File: src/pt32_pkg.sv
// Package of constants and types for the paired 32-bit timer
`default_nettype none

package pt32_pkg;

    // ************************************************************
    // Register offsets (byte addresses, one 32-bit word each)
    // ************************************************************
    localparam logic [7:0] OFS_EVEN_CTRL   = 8'h00;
    localparam logic [7:0] OFS_ODD_CTRL    = 8'h04;
    localparam logic [7:0] OFS_EVEN_COUNT  = 8'h08;
    localparam logic [7:0] OFS_ODD_COUNT   = 8'h0C;
    localparam logic [7:0] OFS_EVEN_PERIOD = 8'h10;
    localparam logic [7:0] OFS_ODD_PERIOD  = 8'h14;
    localparam logic [7:0] OFS_IRQ_CFG     = 8'h18;
    localparam logic [7:0] OFS_IRQ_FLAG    = 8'h1C;

    // ************************************************************
    // Control register fields
    // ************************************************************
    localparam int unsigned CTL_ON_BIT   = 15;
    localparam int unsigned CTL_GATE_BIT = 6;
    localparam int unsigned CTL_PS_LSB   = 4;
    localparam int unsigned CTL_JOIN_BIT = 3;
    localparam int unsigned CTL_CSS_BIT  = 1;

    // ************************************************************
    // Interrupt configuration and flag fields
    // ************************************************************
    localparam int unsigned IRQ_EVEN_IE_BIT  = 0;
    localparam int unsigned IRQ_EVEN_IP_LSB  = 4;
    localparam int unsigned IRQ_ODD_IE_BIT   = 8;
    localparam int unsigned IRQ_ODD_IP_LSB   = 12;
    localparam int unsigned FLAG_EVEN_BIT    = 0;
    localparam int unsigned FLAG_ODD_BIT     = 1;

    // ************************************************************
    // Reset values and prescaler terminal counts
    // ************************************************************
    localparam logic [15:0] PERIOD_RST  = 16'hFFFF;
    localparam logic [7:0]  PS_LAST_1   = 8'h00;
    localparam logic [7:0]  PS_LAST_8   = 8'h07;
    localparam logic [7:0]  PS_LAST_64  = 8'h3F;
    localparam logic [7:0]  PS_LAST_256 = 8'hFF;

    // ************************************************************
    // Types
    // ************************************************************
    typedef struct packed {
        logic        timer_on;
        logic        gate_enable;
        logic [1:0]  prescale_select;
        logic        pair_join_bit;
        logic        clock_source_select;
        logic [15:0] count;
        logic [15:0] period;
        logic [7:0]  psc;
        logic        ext_prev;
        logic        flag;
        logic        irq_enable;
        logic [2:0]  irq_priority;
    } pt32_tmr_t;

    typedef struct packed {
        logic dma;
        logic adc1;
        logic adc2;
    } pt32_trig_t;

    typedef struct packed {
        pt32_tmr_t   ev;
        pt32_tmr_t   od;
        logic        pready;
        logic        pslverr;
        logic [31:0] prdata;
        logic        irq_even;
        logic        irq_odd;
        pt32_trig_t  trig;
        logic [31:0] timebase;
    } pt32_state_t;

endpackage

`default_nettype wire

File: src/pt32_timer_pair.sv
// Timer pair: two 16-bit timers or one 32-bit timer/counter behind an APB slave
//
// Contract
// - Pair runs as one 32-bit or two 16-bit
// - Two 16-bit, 32-bit timer, 32-bit counter arrangements
// - Each 16-bit timer: synchronous timer or counter
// - Joined mode ignores odd timer control bits
// - Joined: even clock/gate, odd interrupt flag
// - Odd count upper word, even lower word
// - Odd period upper word, even lower word
// - Interrupt on full 32-bit period match
// - Two-bit prescale select in control register
// - Clock-source select and gate-enable bits
// - Per-timer irq enable, three-bit priority
// - DMA only pair zero; ADC triggers pairs 0/1
// - Only pair zero provides capture/compare time base
// - Timers keep running in Idle and Sleep
//
// Design decisions made here: the APB slave port and the placing of the registers.
`default_nettype none

module pt32_timer_pair #(
    parameter int unsigned PAIR_INDEX = 0
) (
    input  wire logic               sys_clk,
    input  wire logic               reset,
    input  wire logic               psel,
    input  wire logic               penable,
    input  wire logic               pwrite,
    input  wire logic [7:0]         paddr,
    input  wire logic [31:0]        pwdata,
    output logic                    pready,
    output logic                    pslverr,
    output logic [31:0]             prdata,
    input  wire logic               ext_clk_even,
    input  wire logic               ext_clk_odd,
    input  wire logic               gate_even,
    input  wire logic               gate_odd,
    output logic                    irq_even,
    output logic                    irq_odd,
    output logic [2:0]              irq_prio_even,
    output logic [2:0]              irq_prio_odd,
    output pt32_pkg::pt32_trig_t    trig,
    output logic [31:0]             cc_timebase
);

    // ************************************************************
    // Helpers
    // ************************************************************
    function automatic logic [7:0] ps_last(input logic [1:0] sel);
        unique case (sel)
            2'h0: ps_last = pt32_pkg::PS_LAST_1;
            2'h1: ps_last = pt32_pkg::PS_LAST_8;
            2'h2: ps_last = pt32_pkg::PS_LAST_64;
            2'h3: ps_last = pt32_pkg::PS_LAST_256;
        endcase
    endfunction

    // Count source before prescaling: external edge, gated or free system clock
    function automatic logic src_event(input pt32_pkg::pt32_tmr_t t, input logic ext, input logic gate);
        if (t.clock_source_select)
        begin
            src_event = ext & ~t.ext_prev;
        end
        else
        begin
            src_event = t.gate_enable ? gate : 1'b1;
        end
    endfunction

    function automatic logic [31:0] ctrl_word(input pt32_pkg::pt32_tmr_t t, input logic even);
        ctrl_word = '0;
        ctrl_word[pt32_pkg::CTL_ON_BIT] = t.timer_on;
        ctrl_word[pt32_pkg::CTL_GATE_BIT] = t.gate_enable;
        ctrl_word[pt32_pkg::CTL_PS_LSB +: 2] = t.prescale_select;
        ctrl_word[pt32_pkg::CTL_JOIN_BIT] = even & t.pair_join_bit;
        ctrl_word[pt32_pkg::CTL_CSS_BIT] = t.clock_source_select;
    endfunction

    function automatic pt32_pkg::pt32_tmr_t ctrl_load(input pt32_pkg::pt32_tmr_t t,
                                                      input logic [31:0] d, input logic even);
        ctrl_load = t;
        ctrl_load.timer_on = d[pt32_pkg::CTL_ON_BIT];
        ctrl_load.gate_enable = d[pt32_pkg::CTL_GATE_BIT];
        ctrl_load.prescale_select = d[pt32_pkg::CTL_PS_LSB +: 2];
        ctrl_load.pair_join_bit = even & d[pt32_pkg::CTL_JOIN_BIT];
        ctrl_load.clock_source_select = d[pt32_pkg::CTL_CSS_BIT];
    endfunction

    // ************************************************************
    // State
    // ************************************************************
    pt32_pkg::pt32_state_t s_reg;
    pt32_pkg::pt32_state_t s_next;
    logic                  joined;
    logic                  tick_ev;
    logic                  tick_od;
    logic                  match_ev;
    logic                  match_od;
    logic                  match_32;
    logic                  wr_en;
    logic [31:0]           cnt32;
    logic [31:0]           per32;
    logic [31:0]           rd_word;
    logic                  mapped;
    logic [1:0]            flag_clr;

    assign joined = s_reg.ev.pair_join_bit;
    assign cnt32  = {s_reg.od.count, s_reg.ev.count};
    assign per32  = {s_reg.od.period, s_reg.ev.period};
    assign wr_en  = psel & penable & pwrite & s_reg.pready;

    always_comb
    begin
        s_next = s_reg;
        s_next.trig = '0;
        tick_ev = 1'b0;
        tick_od = 1'b0;
        match_ev = 1'b0;
        match_od = 1'b0;
        match_32 = 1'b0;
        flag_clr = 2'h0;
        mapped = 1'b1;
        rd_word = '0;

        // ********************************************************
        // APB slave: zero wait states, read data captured in setup
        // ********************************************************
        unique case (paddr)
            pt32_pkg::OFS_EVEN_CTRL:   rd_word = ctrl_word(s_reg.ev, 1'b1);
            pt32_pkg::OFS_ODD_CTRL:    rd_word = ctrl_word(s_reg.od, 1'b0);
            pt32_pkg::OFS_EVEN_COUNT:  rd_word = {16'h0000, s_reg.ev.count};
            pt32_pkg::OFS_ODD_COUNT:   rd_word = {16'h0000, s_reg.od.count};
            pt32_pkg::OFS_EVEN_PERIOD: rd_word = {16'h0000, s_reg.ev.period};
            pt32_pkg::OFS_ODD_PERIOD:  rd_word = {16'h0000, s_reg.od.period};
            pt32_pkg::OFS_IRQ_CFG:
            begin
                rd_word[pt32_pkg::IRQ_EVEN_IE_BIT] = s_reg.ev.irq_enable;
                rd_word[pt32_pkg::IRQ_EVEN_IP_LSB +: 3] = s_reg.ev.irq_priority;
                rd_word[pt32_pkg::IRQ_ODD_IE_BIT] = s_reg.od.irq_enable;
                rd_word[pt32_pkg::IRQ_ODD_IP_LSB +: 3] = s_reg.od.irq_priority;
            end
            pt32_pkg::OFS_IRQ_FLAG:
            begin
                rd_word[pt32_pkg::FLAG_EVEN_BIT] = s_reg.ev.flag;
                rd_word[pt32_pkg::FLAG_ODD_BIT] = s_reg.od.flag;
            end
            default:                   mapped = 1'b0;
        endcase

        if (psel & ~penable)
        begin
            s_next.pready = 1'b1;
            s_next.pslverr = ~mapped;
            s_next.prdata = mapped ? rd_word : 32'h0000_0000;
        end
        else
        begin
            s_next.pready = 1'b0;
            s_next.pslverr = 1'b0;
        end

        if (wr_en)
        begin
            unique case (paddr)
                pt32_pkg::OFS_EVEN_CTRL:   s_next.ev = ctrl_load(s_reg.ev, pwdata, 1'b1);
                pt32_pkg::OFS_ODD_CTRL:    s_next.od = ctrl_load(s_reg.od, pwdata, 1'b0);
                pt32_pkg::OFS_EVEN_PERIOD: s_next.ev.period = pwdata[15:0];
                pt32_pkg::OFS_ODD_PERIOD:  s_next.od.period = pwdata[15:0];
                pt32_pkg::OFS_IRQ_CFG:
                begin
                    s_next.ev.irq_enable = pwdata[pt32_pkg::IRQ_EVEN_IE_BIT];
                    s_next.ev.irq_priority = pwdata[pt32_pkg::IRQ_EVEN_IP_LSB +: 3];
                    s_next.od.irq_enable = pwdata[pt32_pkg::IRQ_ODD_IE_BIT];
                    s_next.od.irq_priority = pwdata[pt32_pkg::IRQ_ODD_IP_LSB +: 3];
                end
                pt32_pkg::OFS_IRQ_FLAG:
                begin
                    flag_clr[0] = pwdata[pt32_pkg::FLAG_EVEN_BIT];
                    flag_clr[1] = pwdata[pt32_pkg::FLAG_ODD_BIT];
                end
                default:                   mapped = mapped;
            endcase
        end

        // ********************************************************
        // Prescalers; power-saving modes do not gate the count
        // ********************************************************
        s_next.ev.ext_prev = ext_clk_even;
        s_next.od.ext_prev = ext_clk_odd;
        if (s_reg.ev.timer_on)
        begin
            if (src_event(s_reg.ev, ext_clk_even, gate_even))
            begin
                if (s_reg.ev.psc == ps_last(s_reg.ev.prescale_select))
                begin
                    s_next.ev.psc = 8'h00;
                    tick_ev = 1'b1;
                end
                else
                begin
                    s_next.ev.psc = s_reg.ev.psc + 8'h01;
                end
            end
        end
        else
        begin
            s_next.ev.psc = 8'h00;
        end
        // Odd prescaler sits idle while joined, so its control bits have no effect
        if (s_reg.od.timer_on && !joined)
        begin
            if (src_event(s_reg.od, ext_clk_odd, gate_odd))
            begin
                if (s_reg.od.psc == ps_last(s_reg.od.prescale_select))
                begin
                    s_next.od.psc = 8'h00;
                    tick_od = 1'b1;
                end
                else
                begin
                    s_next.od.psc = s_reg.od.psc + 8'h01;
                end
            end
        end
        else
        begin
            s_next.od.psc = 8'h00;
        end

        // ********************************************************
        // Counters
        // ********************************************************
        s_next.ev.flag = s_reg.ev.flag & ~flag_clr[0];
        s_next.od.flag = s_reg.od.flag & ~flag_clr[1];
        if (joined)
        begin
            if (tick_ev)
            begin
                if (cnt32 == per32)
                begin
                    match_32 = 1'b1;
                    {s_next.od.count, s_next.ev.count} = 32'h0000_0000;
                    s_next.od.flag = 1'b1;
                end
                else
                begin
                    {s_next.od.count, s_next.ev.count} = cnt32 + 32'h0000_0001;
                end
            end
        end
        else
        begin
            if (tick_ev)
            begin
                match_ev = (s_reg.ev.count == s_reg.ev.period);
                s_next.ev.count = match_ev ? 16'h0000 : s_reg.ev.count + 16'h0001;
                s_next.ev.flag = s_next.ev.flag | match_ev;
            end
            if (tick_od)
            begin
                match_od = (s_reg.od.count == s_reg.od.period);
                s_next.od.count = match_od ? 16'h0000 : s_reg.od.count + 16'h0001;
                s_next.od.flag = s_next.od.flag | match_od;
            end
        end
        // A software write to a count word wins over the increment
        if (wr_en && paddr == pt32_pkg::OFS_EVEN_COUNT)
        begin
            s_next.ev.count = pwdata[15:0];
        end
        if (wr_en && paddr == pt32_pkg::OFS_ODD_COUNT)
        begin
            s_next.od.count = pwdata[15:0];
        end

        // ********************************************************
        // Interrupts, triggers and time base
        // ********************************************************
        s_next.irq_even = s_next.ev.flag & s_next.ev.irq_enable & ~s_next.ev.pair_join_bit;
        s_next.irq_odd = s_next.od.flag & s_next.od.irq_enable;
        s_next.trig.dma = (PAIR_INDEX == 0) && (match_32 || match_ev);
        s_next.trig.adc1 = (PAIR_INDEX == 0) && (match_32 || match_ev);
        s_next.trig.adc2 = (PAIR_INDEX == 1) && (match_32 || match_ev);
        s_next.timebase = (PAIR_INDEX == 0) ? {s_next.od.count, s_next.ev.count} : 32'h0000_0000;
    end

    always_ff @(posedge sys_clk)
    begin
        if (reset)
        begin
            s_reg <= '0;
            s_reg.ev.period <= pt32_pkg::PERIOD_RST;
            s_reg.od.period <= pt32_pkg::PERIOD_RST;
        end
        else
        begin
            s_reg <= s_next;
        end
    end

    assign pready        = s_reg.pready;
    assign pslverr       = s_reg.pslverr;
    assign prdata        = s_reg.prdata;
    assign irq_even      = s_reg.irq_even;
    assign irq_odd       = s_reg.irq_odd;
    assign irq_prio_even = s_reg.ev.irq_priority;
    assign irq_prio_odd  = s_reg.od.irq_priority;
    assign trig          = s_reg.trig;
    assign cc_timebase   = s_reg.timebase;

    // ************************************************************
    // Assertions
    // ************************************************************
    logic no_cnt_wr;
    assign no_cnt_wr = !(wr_en && (paddr == pt32_pkg::OFS_EVEN_COUNT || paddr == pt32_pkg::OFS_ODD_COUNT));
endmodule

`default_nettype wire

File: config.mk
export PLATFORM = sky130hd
export DESIGN_NAME = pt32_timer_pair
export DESIGN_NICKNAME = d
export VERILOG_FILES = /design/src/pt32_pkg.sv /design/src/pt32_timer_pair.sv
export SDC_FILE = /design/constraint.sdc
export NUM_CORES = 1
export LEC_CHECK = 0
export BUFFER_PORTS_ARGS = -buffer_cell sky130_fd_sc_hd__buf_2
export CORE_MARGIN = 1
export CORE_UTILIZATION = 61
export CTS_CLUSTER_SIZE = 24
export DETAILED_ROUTE_END_ITERATION = 12
export PLACE_DENSITY = 0.86
export REMOVE_ABC_BUFFERS = 1
export SYNTH_ARGS = -nofsm -noshare
export SYNTH_HDL_FRONTEND = slang
export SYNTH_SLANG_ARGS = --single-unit
export TNS_END_PERCENT = 10
File: constraint.sdc
create_clock -name sys_clk -period 5.15 [get_ports sys_clk]
set_clock_uncertainty 0.15 [all_clocks]
set_input_delay 1.03 -clock sys_clk [delete_from_list [all_inputs] [get_ports sys_clk]]
set_output_delay 1.03 -clock sys_clk [all_outputs]
set_load 0.03 [all_outputs]
==> Yosys cells after proc, flatten, opt, wreduce, memory -nomap -nowiden <==
Index checks and enable logic that the tools add are counted.
{ "classes": {"addsub": 5, "mux": 66, "eq_ne": 18, "reduce_logical": 17, "n_bitwise": 23} }
{ "ops": {"columns": ["op", "count"], "rows": [
  ["two-way mux 16 bit", 14],
  ["two-way mux 100 bit", 1],
  ["two-way mux 8 bit", 8],
  ["case mux 8 bit (4 select lines)", 2],
  ["adder 16 x 1 -> 16 bit, second input constant", 2],
  ["adder 32 x 1 -> 32 bit, second input constant", 1],
  ["equality test 16 bit", 2],
  ["equality test 32 bit", 1],
  ["equality test 8 x 5 -> 1 bit, second input constant", 4],
  ["two-way mux 32 bit", 1],
  ["two-way mux 1 bit", 24],
  ["two-way mux 22 bit", 1],
  ["case mux 3 bit (7 select lines)", 1],
  ["two-way mux 18 bit", 1],
  ["adder 8 x 1 -> 8 bit, second input constant", 2],
  ["equality test 8 x 4 -> 1 bit, second input constant", 2],
  ["equality test 8 bit", 2],
  ["case mux 3 bit (5 select lines)", 1],
  ["case mux 1 bit (6 select lines)", 2],
  ["case mux 3 bit (4 select lines)", 1],
  ["AND 1 bit", 11],
  ["inverter 1 bit", 10],
  ["case mux 2 bit (5 select lines)", 1],
  ["AND reduction 2 bit", 5],
  ["16 further kinds", 29]
]} }
{ "word_totals": {"register_bits": 173, "out_inout_bits": 77, "word_cells": 160, "in_bits": 49} }

==> Logic depth before layout (Yosys ltp) <==
{ "depth": {"depth_word": 14, "mapped_depth": 11, "ltp_nobuf": 8} }

==> Worst setup path after synthesis <==
Ideal clock, no wire load.
{ "synth_timing": {"kind": "input-to-reg", "startpoint": "input paddr[1]", "endpoint": "register s_reg, in the netlist cnt32[3]", "path_slack_ps": 1745, "arrival_time_ps": 3127, "required_time_ps": 4872, "n_path_buf": 2, "setup_time_ps": 128, "stages": 10, "path_cell_list": "nor3_1 nand2_1 nor4b_1 and2_1 clkbuf_1 a211o_1 buf_2 inv_1 a222oi_1 nor2_1"} }
{ "synth_between": {"elab_chain_len": 3} }
{ "synth_lines": {"columns": ["item", "line", "text"], "rows": [
  ["start, declared", "pt32_timer_pair.sv:30", "input wire logic [7:0] paddr,"],
  ["equality test 8 x 4 -> 1 bit", "pt32_timer_pair.sv:268", "if (wr_en && paddr == pt32_pkg::OFS_EVEN_COUNT)"],
  ["logical AND 1 bit", "pt32_timer_pair.sv:268", null],
  ["two-way mux 16 bit", "pt32_timer_pair.sv:268", null],
  ["end signal, assigned", "pt32_timer_pair.sv:298", "s_reg <= s_next;"],
  ["end, declared", "pt32_timer_pair.sv:93", "pt32_pkg::pt32_state_t s_reg;"]
]} }
No other way between the ends.
A chain may end at the register's enable or synchronous reset.

==> Worst setup path after layout <==
{ "layout_timing": {"startpoint": "input paddr[1]", "endpoint": "register s_reg, in the netlist cnt32[18]"} }
{ "layout_between": {"elab_chain_len": 3} }
{ "layout_lines": {"columns": ["item", "line", "text"], "rows": [
  ["equality test 8 x 4 -> 1 bit", "pt32_timer_pair.sv:272", "if (wr_en && paddr == pt32_pkg::OFS_ODD_COUNT)"],
  ["logical AND 1 bit", "pt32_timer_pair.sv:272", null],
  ["two-way mux 16 bit", "pt32_timer_pair.sv:272", null]
]} }
No other way between the ends.

==> metrics.csv <==
metric;value;unit
status;completed;
synthCells;896;
reg2reg_depth;8;
ys_seq_area_frac;0.3438;
min_path_cells;2;
cts.path.max_buffers;2;
grt_overflow_total;0;
grt_use_total;0.3435;
die_w;110.8;µm
viasPerCell;6.496;
cp-start-kind;primary input;
p_leak;2.996;nW
placedInstanceArea;0.007227;mm²
grt_pass1_vias;6342;
ir_drop;0.0002311;V
end_kind;flip-flop;
seqPwrFrac;0.419;
clock_sinks;124;
cp_max_fo;19;
clk_pin_slew;60;ps
rsz0062_at_grt;no;
area.sequential;0.002482;mm²
synth-edff-count;0;
synth_top_flop_cell;dfxtp_1;
dr.pass1.iters;7;
ant_nets;0;
htree_levels;4;
cp.required;5350;ps
p_int;0.001795;W
worstHoldEndpoint;s_reg[121];
final_cell_mix;124 x dfxtp_1, 96 x nor2_1, 94 x nand2_1;
maxSlewViolCount;0;
setup_violations;0;
netlist_area;0.007219;mm²
grt_pass1_wl;33380;µm
fin_ws;1489;ps
numPortBuffers;92;
worst_slew_pin_slew;1158;ps
powerDensity;293.4;mW/mm²
cts_hold_buffers;0;
cts_tree;built;
coreArea;0.01147;mm²
switching_share;0.2205;
crit_type;primary input to flip-flop;
min_period_over_period;0.7109;
antenna_found_initial;0;
worstHoldStart;s_reg[121];
rows;39;
start_util;0.6296;
io_pins;126;
dp_slack;1184;ps
avgSynthCellArea;8.057;µm²
cts_made_buffers;17;
ctsResizeCount;0;
die-height;110.8;µm
max-slew-margin-rel;0.2211;
routedWlPerCell;19.76;µm
final_common_cell;dfxtp_1;
drt-total-wl;20910;µm
grt_max_degree;70;
cap_violations;0;
async_reset_ff_frac;0;
fin_util;0.6845;
final_cell_area;0.007849;mm²
finalNetCount;955;
crit_start;paddr[1];
tns;0;ps
drive_gt1_frac;0.1716;
vias;6873;
reg2reg_setup_slack;1560;ps
yosys_register_bits;124;
final_hold_viol_count;0;
critPathArrivalTime;3860;ps
yosys_warnings;0;
fp.dieArea;0.01227;mm²
ys_types;66;
pwr-share-clk;0.541;
min_period;3661;ps
drc_errors;0;
cts_root_buf;clkbuf_16;
power_switching;0.0005077;W
multi_input_area;0.003998;mm²
diodes;0;
gp_congestion;0.9592;
power_frac_comb;0.040;
max_freq;0.2731;GHz
clkLatencyLatePin;430;ps
min_path_type;flip-flop to flip-flop;
drtIter0Drc;872;
r2r-start;cnt32[16];
postCtsSetupBuffers;0;
area_growth;8.718;%
dpl.hpwl;14120;µm
reg2reg_to;cnt32[3];
fill_cells;921;
holdWs;330.1;ps
==> worst max path at each step <==
stage | slack (ps) | to
6_report | 1490 | cnt32[18]
4_1_cts | 1580 | cnt32[18]
3_5_place_dp | 1180 | cnt32[18]
3_3_place_gp | 1310 | cnt32[18]
2_1_floorplan | 790 | cnt32[18]
5_1_grt | 1350 | cnt32[18]
==> area by class of cell <==
class,instances,area share
clock inverters,10,0.01754
clock buffers,22,0.06169
repair buffers,102,0.06855
inverters,8,0.003826
well taps,143,0.02280
multi-input cells,649,0.5093
flip-flops and latches,124,0.3163
==> synth_stat cells (17+ instances only) <==
cell      count  share of area
nor3_1       18          0.012
xnor2_1      39          0.047
a211o_1      17          0.021
o21ai_0      24          0.017
dfxtp_1     124           0.34
mux2i_1      20          0.028
nor2b_1      27          0.023
nor2_1       97          0.050
a21oi_1      50          0.035
nand3b_1     18          0.019
clkbuf_1     52          0.027
nand3_1      35          0.024
nand2_1      94          0.049
buf_4        73          0.076
nand4_1      21          0.018
==> metal layers <==
layer  up-vias  track usage  wire (µm)
met2       489       0.5333       9354
met5         -            0          0
met1      3170       0.4417       8152
li1       3122            -          -
met3        92      0.07490       2338
met4         0       0.1938       1066
==> worst max-delay path, cell delays in order <==
cell and delay [ps]:
buf_2 100, nor3_1 260, nand2_1 310, nor4bb_2 540, nand2_1 550, nand2_1 370, a31oi_1 120, or4_1 410
a31oi_1 160
==> through the flow <==
stage / instances / total power, W
6_report: 1058 / 0.002303
5_1_grt: 1058 / 0.002349
4_1_cts: 1058 / 0.002301
3_5_place_dp: 1026 / 0.001073
3_3_place_gp: 1026 / 0.001073
2_1_floorplan: 781 / 0.001021
==> power groups by stage <==
stage          sequential (W)  combinational (W)  clock, W
3_5_place_dp         0.000984          0.0000888         0
3_3_place_gp         0.000984          0.0000885         0
5_1_grt              0.000964          0.0000965   0.00129
2_1_floorplan        0.000988          0.0000333         0
4_1_cts              0.000964          0.0000900   0.00125
6_report             0.000964          0.0000926   0.00125
==> cells by family (layout without fill, tap and decap cells) <==
logic type      Yosys count  count (layout)  synth area share
mux                      31              31           0.04645
other cells               1              17         0.0005194
fa+ha+maj                 4               4          0.006933
xor+xnor                 50              50           0.06066
compound gates          177             177            0.1730
flops                   124             124            0.3438
simple gates            370             370            0.2558
buf+inv                 139             142            0.1128
Power figures use the tool's default switching activity.
